===== src/bmr_defs.svh =====
// constants for the banked mode register file: offsets, bit fields, codes
`ifndef BMR_DEFS_SVH
`define BMR_DEFS_SVH

// ---------------------------------------------------------------
// apb register offsets
// ---------------------------------------------------------------
`define BMR_OFF_STATUS 8'h00
`define BMR_OFF_SAVED 8'h04
`define BMR_OFF_REG_SEL 8'h08
`define BMR_OFF_REG_DATA 8'h0c
`define BMR_OFF_EXC_PEND 8'h10
`define BMR_OFF_INFO 8'h14

// ---------------------------------------------------------------
// status word fields
// ---------------------------------------------------------------
`define BMR_FLAG_MSB 31
`define BMR_FLAG_LSB 28
`define BMR_IRQ_OFF_BIT 7
`define BMR_FAST_OFF_BIT 6
`define BMR_STATE_BIT 5
`define BMR_MODE_MSB 4

// ---------------------------------------------------------------
// mode codes
// ---------------------------------------------------------------
`define BMR_MODE_USR 5'h10
`define BMR_MODE_FAST 5'h11
`define BMR_MODE_IRQ 5'h12
`define BMR_MODE_SVC 5'h13
`define BMR_MODE_ABT 5'h17
`define BMR_MODE_UND 5'h1b
`define BMR_MODE_SYS 5'h1f

// ---------------------------------------------------------------
// reset values, vectors, exception bit positions
// ---------------------------------------------------------------
`define BMR_STATUS_RST 32'h0000_00d3
`define BMR_PC_RST 32'h0000_0000
`define BMR_VEC_UND 32'h0000_0004
`define BMR_VEC_TRAP 32'h0000_0008
`define BMR_VEC_ABT 32'h0000_0010
`define BMR_VEC_IRQ 32'h0000_0018
`define BMR_VEC_FAST 32'h0000_001c
`define BMR_EXC_FAST 0
`define BMR_EXC_IRQ 1
`define BMR_EXC_ABT 2
`define BMR_EXC_UND 3
`define BMR_EXC_TRAP 4
`define BMR_STEP_WIDE 32'h0000_0004
`define BMR_STEP_COMPACT 32'h0000_0002
`define BMR_NO_SAVED 3'h5

`endif


===== src/bmr_pkg.sv =====
// types shared by the banked mode register file
package bmr_pkg;
  `include "bmr_defs.svh"

  typedef enum logic [4:0]
  {
    BMR_USR = `BMR_MODE_USR,
    BMR_FAST = `BMR_MODE_FAST,
    BMR_IRQ = `BMR_MODE_IRQ,
    BMR_SVC = `BMR_MODE_SVC,
    BMR_ABT = `BMR_MODE_ABT,
    BMR_UND = `BMR_MODE_UND,
    BMR_SYS = `BMR_MODE_SYS
  } bmr_mode_type;

  // gray codes along the fill path
  typedef enum logic [1:0]
  {
    BMR_PIPE_EMPTY = 2'b00,
    BMR_PIPE_HALF = 2'b01,
    BMR_PIPE_FULL = 2'b11
  } bmr_pipe_type;

  typedef enum logic [1:0]
  {
    BMR_SZ_BYTE = 2'b00,
    BMR_SZ_HALF = 2'b01,
    BMR_SZ_WORD = 2'b10
  } bmr_size_type;
endpackage : bmr_pkg


===== src/bmr_regfile.sv =====
// banked mode register file with status words, exception entry and return
// ---------------------------------------------------------------
// Summary of operation
// - instructions pass fetch, decode, execute stages in that order
// - instruction words are 32 bits wide state, 16 bits compact state
// - byte, halfword, word data; words four-byte, halfwords two-byte aligned
// - seven modes: user, fast irq, irq, supervisor, abort, system, undefined
// - mode changes by software write or exception, entering privileged mode
// - 37 registers: 31 general 32-bit plus 6 status words
// - 16 registers visible, chosen by mode
// - register 15 is the program counter, usable for relative addressing
// - registers 0 to 7 share storage in every mode
// - each exception mode has private stack pointer and return link
// - fast interrupt mode also has private registers 8 to 12
// - system mode uses user registers yet stays privileged
// - exception entry writes return address into that mode's link
// - subroutine call leaves return address in current mode's link
// - status word: four flags, two disables, state bit, five-bit mode
// - each exception mode saves the prior status word on entry
// - five exception types, each with its own privileged mode
// - several exception requests in one cycle are taken one per boundary, by priority
// - return copies saved status to current and link to counter
// - wide instructions execute only when bits 31:28 condition passes
// ---------------------------------------------------------------
module bmr_regfile
(
  input wire logic pclk,
  input wire logic presetn,
  input wire logic psel,
  input wire logic penable,
  input wire logic pwrite,
  input wire logic [7:0] paddr,
  input wire logic [31:0] pwdata,
  output logic [31:0] prdata,
  output logic pready,
  output logic pslverr,
  input wire logic fast_pin,
  input wire logic irq_pin,
  input wire logic abort_req,
  input wire logic undef_req,
  input wire logic trap_req,
  input wire logic exc_allow,
  input wire logic ret_dp_req,
  input wire logic ret_lmr_req,
  input wire logic call_req,
  input wire logic step,
  input wire logic [31:0] fetch_word,
  input wire logic [3:0] rd_a_idx,
  input wire logic [3:0] rd_b_idx,
  input wire logic wr_en,
  input wire logic [3:0] wr_idx,
  input wire logic [31:0] wr_data,
  input wire logic flag_we,
  input wire logic [3:0] flag_nzcv,
  input wire logic dacc_valid,
  input wire logic [31:0] dacc_addr,
  input wire bmr_pkg::bmr_size_type dacc_size,
  output logic [31:0] rd_a_data,
  output logic [31:0] rd_b_data,
  output logic [31:0] program_counter,
  output logic [31:0] current_status_word,
  output logic [31:0] exe_word,
  output logic exe_fire,
  output logic dacc_misaligned,
  output logic privileged
);
  import bmr_pkg::*;

  // ---------------------------------------------------------------
  // shared decode
  // ---------------------------------------------------------------
  // physical slot of a visible register 0..14; 15 lives in pc_q
  function automatic logic [4:0] bmr_phys(input logic [4:0] m, input logic [3:0] r);
    logic [4:0] base;
    base = 5'd18;
    unique case (m)
      `BMR_MODE_SVC: base = 5'd20;
      `BMR_MODE_ABT: base = 5'd22;
      `BMR_MODE_UND: base = 5'd24;
      `BMR_MODE_IRQ: base = 5'd26;
      `BMR_MODE_FAST: base = 5'd28;
      default: base = 5'd18; // user and system share the user bank
    endcase
    if (r < 4'd8)
      return {1'b0, r};
    else if (r < 4'd13)
      return (m == `BMR_MODE_FAST) ? 5'(r) + 5'd5 : {1'b0, r};
    else
      return base + 5'(r - 4'd13);
  endfunction : bmr_phys

  // saved word slot of a mode; none for user and system
  function automatic logic [2:0] bmr_saved_idx(input logic [4:0] m);
    unique case (m)
      `BMR_MODE_SVC: return 3'h0;
      `BMR_MODE_ABT: return 3'h1;
      `BMR_MODE_UND: return 3'h2;
      `BMR_MODE_IRQ: return 3'h3;
      `BMR_MODE_FAST: return 3'h4;
      default: return `BMR_NO_SAVED;
    endcase
  endfunction : bmr_saved_idx

  // ---------------------------------------------------------------
  // storage
  // ---------------------------------------------------------------
  // 30 banked and shared slots plus pc_q make the 31 general registers
  logic [31:0] gpr_q [0:29];
  logic [31:0] saved_q [0:4];
  logic [31:0] pc_q, pc_d;
  logic [31:0] stat_q, stat_d;
  logic [4:0] pend_q, pend_d;
  logic [3:0] sel_q;
  logic [1:0] fast_s_q, irq_s_q;
  logic busy_q;
  logic [31:0] prdata_q, rd_a_q, rd_b_q, dec_q, exe_q;
  logic dacc_mis_q;
  bmr_pipe_type pipe_q, pipe_d;

  // ---------------------------------------------------------------
  // status decode
  // ---------------------------------------------------------------
  logic [4:0] mode_w;
  logic compact_w, priv_w;
  logic [2:0] sidx_w;
  logic [31:0] step_w, link_w;
  assign mode_w = stat_q[`BMR_MODE_MSB:0];
  assign compact_w = stat_q[`BMR_STATE_BIT];
  assign priv_w = mode_w != `BMR_MODE_USR;
  assign sidx_w = bmr_saved_idx(mode_w);
  assign step_w = compact_w ? `BMR_STEP_COMPACT : `BMR_STEP_WIDE;
  // fetch runs two steps ahead, so the next instruction is one step back
  assign link_w = pc_q - step_w;

  function automatic logic [31:0] bmr_read(input logic [3:0] r);
    return (r == 4'hf) ? pc_q : gpr_q[bmr_phys(mode_w, r)];
  endfunction : bmr_read

  // ---------------------------------------------------------------
  // exception arbitration
  // ---------------------------------------------------------------
  // interrupt pins are levels from outside; abort, undef, trap are pulses
  logic [4:0] req_w, avail_w, grant_w, apb_raise_w;
  logic exc_take_w, ret_w, call_w, wr_w, branch_w, flush_w;
  assign req_w[`BMR_EXC_FAST] = fast_s_q[1];
  assign req_w[`BMR_EXC_IRQ] = irq_s_q[1];
  assign req_w[`BMR_EXC_ABT] = pend_q[`BMR_EXC_ABT] | abort_req;
  assign req_w[`BMR_EXC_UND] = pend_q[`BMR_EXC_UND] | undef_req;
  assign req_w[`BMR_EXC_TRAP] = pend_q[`BMR_EXC_TRAP] | trap_req;
  assign avail_w = req_w & {3'b111, ~stat_q[`BMR_IRQ_OFF_BIT], ~stat_q[`BMR_FAST_OFF_BIT]};
  assign grant_w[`BMR_EXC_ABT] = exc_allow & avail_w[2];
  assign grant_w[`BMR_EXC_FAST] = exc_allow & avail_w[0] & ~avail_w[2];
  assign grant_w[`BMR_EXC_IRQ] = exc_allow & avail_w[1] & ~avail_w[2] & ~avail_w[0];
  assign grant_w[`BMR_EXC_UND] = exc_allow & avail_w[3] & ~(|avail_w[2:0]);
  assign grant_w[`BMR_EXC_TRAP] = exc_allow & avail_w[4] & ~(|avail_w[3:0]);
  assign exc_take_w = |grant_w;

  logic [4:0] new_mode_w;
  logic [31:0] vec_w;
  assign new_mode_w = grant_w[2] ? `BMR_MODE_ABT : grant_w[0] ? `BMR_MODE_FAST
    : grant_w[1] ? `BMR_MODE_IRQ : grant_w[3] ? `BMR_MODE_UND : `BMR_MODE_SVC;
  assign vec_w = grant_w[2] ? `BMR_VEC_ABT : grant_w[0] ? `BMR_VEC_FAST
    : grant_w[1] ? `BMR_VEC_IRQ : grant_w[3] ? `BMR_VEC_UND : `BMR_VEC_TRAP;

  // a return from a mode without a saved word is ignored
  assign ret_w = (ret_dp_req | ret_lmr_req) & (sidx_w != `BMR_NO_SAVED) & ~exc_take_w;
  assign call_w = call_req & ~exc_take_w & ~ret_w;
  assign wr_w = wr_en & ~exc_take_w & ~ret_w;
  assign branch_w = wr_w & (wr_idx == 4'hf);
  assign flush_w = exc_take_w | ret_w | branch_w;

  // ---------------------------------------------------------------
  // apb decode
  // ---------------------------------------------------------------
  logic core_busy_w, acc_w, apb_wr_w, hit_w;
  logic hit_st_w, hit_sv_w, hit_sel_w, hit_dat_w, hit_pend_w, hit_info_w;
  logic [31:0] rmux_w, info_w;
  assign core_busy_w = exc_take_w | ret_w | call_w | wr_w | flag_we;
  // reads hold one more cycle after core activity so prdata_q is current
  assign pready = ~core_busy_w & ~busy_q;
  assign acc_w = psel & penable & pready;
  assign apb_wr_w = acc_w & pwrite;
  assign hit_st_w = paddr == `BMR_OFF_STATUS;
  assign hit_sv_w = paddr == `BMR_OFF_SAVED;
  assign hit_sel_w = paddr == `BMR_OFF_REG_SEL;
  assign hit_dat_w = paddr == `BMR_OFF_REG_DATA;
  assign hit_pend_w = paddr == `BMR_OFF_EXC_PEND;
  assign hit_info_w = paddr == `BMR_OFF_INFO;
  assign hit_w = hit_st_w | hit_sv_w | hit_sel_w | hit_dat_w | hit_pend_w | hit_info_w;
  assign pslverr = psel & penable & ~hit_w;
  assign prdata = prdata_q;
  assign info_w = {24'h0, pipe_q, 5'h0, compact_w};
  assign rmux_w = hit_st_w ? stat_q
    : hit_sv_w ? ((sidx_w == `BMR_NO_SAVED) ? 32'h0 : saved_q[sidx_w])
    : hit_sel_w ? {28'h0, sel_q}
    : hit_dat_w ? bmr_read(sel_q)
    : hit_pend_w ? {27'h0, req_w}
    : hit_info_w ? info_w : 32'h0;
  // software may raise undefined or trap exceptions
  assign apb_raise_w = (apb_wr_w & hit_pend_w) ? {pwdata[4:3], 3'h0} : 5'h0;
  // set wins over the clear of a taken request
  assign pend_d = {trap_req, undef_req, abort_req, 2'b00} | apb_raise_w
    | ({pend_q[4:2], 2'b00} & ~grant_w);

  // ---------------------------------------------------------------
  // register write port
  // ---------------------------------------------------------------
  logic gpr_we_w;
  logic [4:0] gpr_widx_w;
  logic [31:0] gpr_wdata_w;
  assign gpr_we_w = exc_take_w | call_w | (wr_w & ~branch_w)
    | (apb_wr_w & hit_dat_w & (sel_q != 4'hf));
  assign gpr_widx_w = exc_take_w ? bmr_phys(new_mode_w, 4'he)
    : call_w ? bmr_phys(mode_w, 4'he)
    : wr_w ? bmr_phys(mode_w, wr_idx) : bmr_phys(mode_w, sel_q);
  assign gpr_wdata_w = (exc_take_w | call_w) ? link_w : wr_w ? wr_data : pwdata;

  always_ff @(posedge pclk or negedge presetn)
  begin
    if (!presetn)
      for (int i = 0; i < 30; i++)
        gpr_q[i] <= 32'h0;
    else if (gpr_we_w)
      gpr_q[gpr_widx_w] <= gpr_wdata_w;
  end

  // ---------------------------------------------------------------
  // status words and program counter
  // ---------------------------------------------------------------
  logic [31:0] apb_st_w;
  // user mode software may only touch the flags
  assign apb_st_w = priv_w ? pwdata : {pwdata[31:28], stat_q[27:0]};

  always_comb
  begin
    stat_d = stat_q;
    if (exc_take_w)
      stat_d = {stat_q[31:8], 1'b1, stat_q[6] | grant_w[0], 1'b0, new_mode_w};
    else if (ret_w)
      stat_d = saved_q[sidx_w];
    else if (flag_we)
      stat_d = {flag_nzcv, stat_q[27:0]};
    else if (apb_wr_w & hit_st_w)
      stat_d = apb_st_w;
  end

  always_comb
  begin
    pc_d = pc_q;
    if (exc_take_w)
      pc_d = vec_w;
    else if (ret_w)
      pc_d = gpr_q[bmr_phys(mode_w, 4'he)];
    else if (branch_w)
      pc_d = wr_data & ~(step_w - 32'h1);
    else if (apb_wr_w & hit_dat_w & (sel_q == 4'hf))
      pc_d = pwdata & ~(step_w - 32'h1);
    else if (step)
      pc_d = pc_q + step_w;
  end

  always_ff @(posedge pclk or negedge presetn)
  begin
    if (!presetn)
    begin
      stat_q <= `BMR_STATUS_RST;
      pc_q <= `BMR_PC_RST;
    end
    else
    begin
      stat_q <= stat_d;
      pc_q <= pc_d;
    end
  end

  always_ff @(posedge pclk or negedge presetn)
  begin
    if (!presetn)
      for (int i = 0; i < 5; i++)
        saved_q[i] <= 32'h0;
    else if (exc_take_w)
      saved_q[bmr_saved_idx(new_mode_w)] <= stat_q;
    else if (apb_wr_w & hit_sv_w & (sidx_w != `BMR_NO_SAVED))
      saved_q[sidx_w] <= pwdata;
  end

  // ---------------------------------------------------------------
  // pipeline
  // ---------------------------------------------------------------
  logic [31:0] fetch_ext_w;
  logic pass_w;
  assign fetch_ext_w = compact_w ? {16'h0, fetch_word[15:0]} : fetch_word;

  always_comb
  begin
    pipe_d = pipe_q;
    if (flush_w)
      pipe_d = BMR_PIPE_EMPTY;
    else if (step)
    begin
      unique case (pipe_q)
        BMR_PIPE_EMPTY: pipe_d = BMR_PIPE_HALF;
        BMR_PIPE_HALF: pipe_d = BMR_PIPE_FULL;
        BMR_PIPE_FULL: pipe_d = BMR_PIPE_FULL;
        default: pipe_d = BMR_PIPE_EMPTY; // code 2'b10 is illegal
      endcase
    end
  end

  bmr_cond_eval u_cond
  (
    .cond(exe_q[31:28]),
    .nzcv(stat_q[`BMR_FLAG_MSB:`BMR_FLAG_LSB]),
    .pass(pass_w)
  );

  // compact words carry no condition field
  assign exe_fire = (pipe_q == BMR_PIPE_FULL) & (compact_w | pass_w);
  assign exe_word = exe_q;

  always_ff @(posedge pclk or negedge presetn)
  begin
    if (!presetn)
    begin
      pipe_q <= BMR_PIPE_EMPTY;
      dec_q <= 32'h0;
      exe_q <= 32'h0;
    end
    else
    begin
      pipe_q <= pipe_d;
      if (step & ~flush_w)
      begin
        dec_q <= fetch_ext_w;
        exe_q <= dec_q;
      end
    end
  end

  // ---------------------------------------------------------------
  // misalignment flag
  // ---------------------------------------------------------------
  logic mis_w;
  assign mis_w = dacc_valid & (((dacc_size == BMR_SZ_WORD) & (|dacc_addr[1:0]))
    | ((dacc_size == BMR_SZ_HALF) & dacc_addr[0]));

  // ---------------------------------------------------------------
  // sync, pending, read ports, apb regs
  // ---------------------------------------------------------------
  always_ff @(posedge pclk or negedge presetn)
  begin
    if (!presetn)
    begin
      fast_s_q <= 2'b00;
      irq_s_q <= 2'b00;
      pend_q <= 5'h0;
      sel_q <= 4'h0;
      busy_q <= 1'b0;
      prdata_q <= 32'h0;
      rd_a_q <= 32'h0;
      rd_b_q <= 32'h0;
      dacc_mis_q <= 1'b0;
    end
    else
    begin
      fast_s_q <= {fast_s_q[0], fast_pin};
      irq_s_q <= {irq_s_q[0], irq_pin};
      pend_q <= pend_d;
      if (apb_wr_w & hit_sel_w)
        sel_q <= pwdata[3:0];
      busy_q <= core_busy_w;
      if (psel & ~acc_w)
        prdata_q <= rmux_w;
      rd_a_q <= bmr_read(rd_a_idx);
      rd_b_q <= bmr_read(rd_b_idx);
      dacc_mis_q <= mis_w;
    end
  end

  assign rd_a_data = rd_a_q;
  assign rd_b_data = rd_b_q;
  assign program_counter = pc_q;
  assign current_status_word = stat_q;
  assign dacc_misaligned = dacc_mis_q;
  assign privileged = priv_w;
endmodule : bmr_regfile


===== src/bmr_cond_eval.sv =====
// condition field evaluation against the alu flags
module bmr_cond_eval
(
  input wire logic [3:0] cond,
  input wire logic [3:0] nzcv,
  output logic pass
);
  logic n, z, c, v;
  assign n = nzcv[3];
  assign z = nzcv[2];
  assign c = nzcv[1];
  assign v = nzcv[0];

  always_comb
  begin
    unique case (cond)
      4'h0: pass = z;
      4'h1: pass = ~z;
      4'h2: pass = c;
      4'h3: pass = ~c;
      4'h4: pass = n;
      4'h5: pass = ~n;
      4'h6: pass = v;
      4'h7: pass = ~v;
      4'h8: pass = c & ~z;
      4'h9: pass = ~c | z;
      4'ha: pass = n == v;
      4'hb: pass = n != v;
      4'hc: pass = ~z & (n == v);
      4'hd: pass = z | (n != v);
      4'he: pass = 1'b1;
      4'hf: pass = 1'b0; // reserved code never executes
    endcase
  end
endmodule : bmr_cond_eval


===== config.mk =====
export PLATFORM = sky130hd
export DESIGN_NAME = bmr_regfile
export DESIGN_NICKNAME = d
export VERILOG_FILES = /design/src/bmr_pkg.sv /design/src/bmr_regfile.sv /design/src/bmr_cond_eval.sv
export VERILOG_INCLUDE_DIRS = /design/src
export SDC_FILE = /design/constraint.sdc
export NUM_CORES = 2
export LEC_CHECK = 0
export BUFFER_PORTS_ARGS = -buffer_cell sky130_fd_sc_hd__buf_2
export CORE_MARGIN = 5
export CORE_UTILIZATION = 29
export DETAILED_ROUTE_END_ITERATION = 8
export PLACE_DENSITY = 0.43
export SYNTH_ARGS = -nofsm -noshare
export SYNTH_HDL_FRONTEND = slang
export SYNTH_SLANG_ARGS = --single-unit

===== constraint.sdc =====
create_clock -name pclk -period 6.3 [get_ports pclk]
set_clock_uncertainty 0.15 [all_clocks]
set_input_delay 0.315 -clock pclk [delete_from_list [all_inputs] [get_ports pclk]]
set_output_delay 0.315 -clock pclk [all_outputs]
set_load 0.005 [all_outputs]

==> results.md <==
- Run status: finished, final reports clean
- CP max-delay cell: dfstp_2
- Post-synthesis async set-or-reset flop share: 100%
- Fillers: 30.3k
- Max Slew Vio Count: 0
- Final Hold Violating Endpoints: 0
- Post-synthesis cell type count: 97
- Synth warn: 0
- Antenna-violating nets left: 0
- Cell-internal power: 25.6 mW
- Yosys reg bits: around 1.4k
- Root buffer cell: clkbuf_16
- Post-synthesis cell count: around 9.5k
- First-pass GRT wire length: around 660 mm
- Worst-path fanout max: 24
- Clock Power Share: approximately 22%
- Die height: 555 um
- Leakage: 43.6 nW
- Layout cell share with drive strength beyond 1: 23.5%
- Min Hold Slack: 0.0649 ns
- Post-CTS Repair Setup Buffers: 0
- Syn_nets: around 10k
- Final Instance Area: 101000 um^2
- Initial core utilization: between 20% and 30%
- Final worst slack: about 0.50 ns
- Gr usage total: about 30%
- Die area: about 300000 um^2
- Most frequent cell after synthesis: nand2_1
- Leading area contributor after synthesis: dfrtp_1
- Mean post-synth cell area: 9.03 um^2
- Top cells by area, synth: dfrtp_1, mux2_2, nand2_1
- Share of the synthesized area in the top cell type: 39.3%
- Worst rel slew slack: 9.92%
- Combinational group share of total power: 44.3%
- Commonest cells post-synth: nand2_1, dfrtp_1, mux2_2
- Placer Congestion: 0.955
- Initial antenna violation count: 42
- WL per Instance: 34.6 um
- Routed via count: 84.2k
- Post-synth EDFFs: 0
- Top_reg_cell synth: dfrtp_1
- Setup violations, final: 0
- Iteration-0 DRC Markers: 10.3k
- Number of buffers added on ports: 338
- Routed wire length: 475 mm
- Kind of critical path: register to register
- DIE WIDTH: 555 um
- Worst slew pin tran: 1.34 ns
- Vias in the first global route: roughly 80k
- Max incr delay on CP: around 0.76 ns
- Maximum vdd ir drop: 325 uV
- Mapped cell area: about 86000 um^2
- Worst EP required: roughly 7 ns
- Fin nets: 9863
- CTS tree: built
- Largest net degree at the start of global routing: 158
- FMAX: 172 MHz
- Site Rows: 200
- Crit path capture type: register
- Dpl hpwl: roughly 320 mm
- Post-cts hold buffer count: roughly 140
- Routed vias/inst: 6.13
- RSZ-0062 raised after global routing: no
- Period utilisation layout: 92.1%
- Core area: 296000 um^2
- Global route total overflow: 0
- Cell Chain, Critical Path: xor2_1 -> o22a_4 -> inv_4 -> ha_1 -> ha_1 -> and3_1 -> or4_1 -> and4bb_2 -> a211oi_2 -> a21oi_1 -> buf_4 -> or4b_1 -> or3_4 -> buf_4 -> mux2_4
- Switching part of the total: 45.3%
- Hold crit path type: primary input to register
- Clock Path Buffers: 4
- Post-cts gate resize count: 0
- Final Critical Period: about 5.8 ns
- PwrDens: 462 nW/um^2
- Seq/Total Area, Yosys: 39.5%
- Pre-antenna DRT Iters: 7
- Clk slew on worst S/H paths: 0.06 ns
- Arr. time, crit path: around 6.4 ns
- Fin Setup TNS: 0 ns
- CTS H-tree depth: 4
- Fin util: 34.2%
- Cells on Worst Hold Path: 3
- Sink Count: 1359
- Ports: ~370
- Max_cap viols: 0
- Number of remaining DRC errors: 0
- TritonCTS Buffers: 176
- FF-to-FF path depth: 15
- Clock Latency Late Sink: 0.89 ns
- Post-DP Area: roughly 94000 um^2
- Syn-to-layout area delta: 17.7%
- Psw: 21.2 mW
- Worst slack, placed: ~0.54 ns
- Sequential power share: 33.3%
- CP Launch Type: register
-- stage by stage --
stage | instances | power (mW)
2_1_floorplan | 9536 | 26.0
3_3_place_gp | 13300 | 35.4
3_5_place_dp | 13300 | 35.7
4_1_cts | 13700 | 46.4
5_1_grt | 13700 | 48.8
6_report | 13700 | 46.8
-- cell usage in the layout (no fill, tap or decap), types with 138 or more instances in the layout --
master,instances
o22ai_1,152
and3_1,158
mux2_2,948
buf_4,347
dlygate4sd3_1,138
mux2i_1,356
nand3_1,372
nor2_1,356
dfrtp_1,1353
o21ai_0,423
buf_2,337
clkbuf_16,180
a21oi_1,491
nand2_1,2030
-- per-layer routing --
layer / wire length (um) / GRT usage [%] / up-vias
li1: - / - / 34900
met3: 51100 / 8.39 / 1244
met5: 238 / 0 / -
met1: 192000 / 38.7 / 42700
met2: 205000 / 44.8 / 5298
met4: 26700 / 14.2 / 32
-- registers in the layout, indices dropped and copies added (netlist names) --
name / cells
gpr_q: 960
saved_q: 160
current_status_word: 32
dec_q: 32
exe_word: 32
prdata: 32
program_counter: 32
rd_a_data: 32
rd_b_data: 32
sel_q: 4
pend_q: 3
fast_s_q: 2
irq_s_q: 2
pipe_q: 2
busy_q: 1
dacc_misaligned: 1
-- final timing paths --
path                           endpoint  slack [ns]              startpoint
max                          gpr_q[617]        0.50  current_status_word[0]
min                           dec_q[15]        0.06          fetch_word[15]
max reg2reg                  gpr_q[617]        0.50  current_status_word[0]
min reg2reg                  irq_s_q[1]        0.20              irq_s_q[0]
max in group asynchronous  saved_q[123]        4.58                 presetn
min in group asynchronous    gpr_q[918]        0.09                 presetn
-- logic make-up (layout without fill, tap and decap cells) --
logic type | after synthesis | in the layout | synth area share, %
compound gates | 2161 | 2161 | 16.9
xor+xnor | 67 | 67 | 0.681
fa+ha+maj | 42 | 42 | 0.662
buf+inv | 1033 | 1275 | 4.82
flops | 1359 | 1359 | 39.5
mux | 1538 | 1538 | 20.8
other cells | 0 | 17 | 0
simple gates | 3336 | 3336 | 16.7
-- power groups by stage --
stage	clock, mW	combinational (mW)	sequential (mW)
floorplan	0	12.0	14.0
global placement	0	20.0	15.4
detailed placement	0	20.1	15.5
CTS	10.7	20.3	15.4
global route	11.0	21.8	15.9
finish	10.5	20.7	15.6
-- area by class of cell --
| type | instances | area, um^2 | area share (%) |
|---|---|---|---|
| multi-input combinational | 7144 | 48900 | 48.2 |
| sequential | 1359 | 34000 | 33.6 |
| timing repair buffer | 912 | 7480 | 7.38 |
| clock buffer | 253 | 5160 | 5.09 |
| tap | 3939 | 4930 | 4.86 |
| clock inverter | 54 | 637 | 0.628 |
| inverter | 56 | 215 | 0.212 |
| antenna | 17 | 42.5 | 0.0420 |
-- worst max-delay path, delay by kind of cell, from the launching register on --
family                   cells  cell delay [ns]
AO/OA/AOI/OAI                3             0.59
XOR/XNOR                     1             0.32
adder cells (fa/ha/maj)      2             0.60
buffers and inverters        3             0.64
flip-flops                   1             0.76
multiplexers                 1             0.32
AND/OR/NAND/NOR              5             2.32
Power figures use the tool's default switching activity.
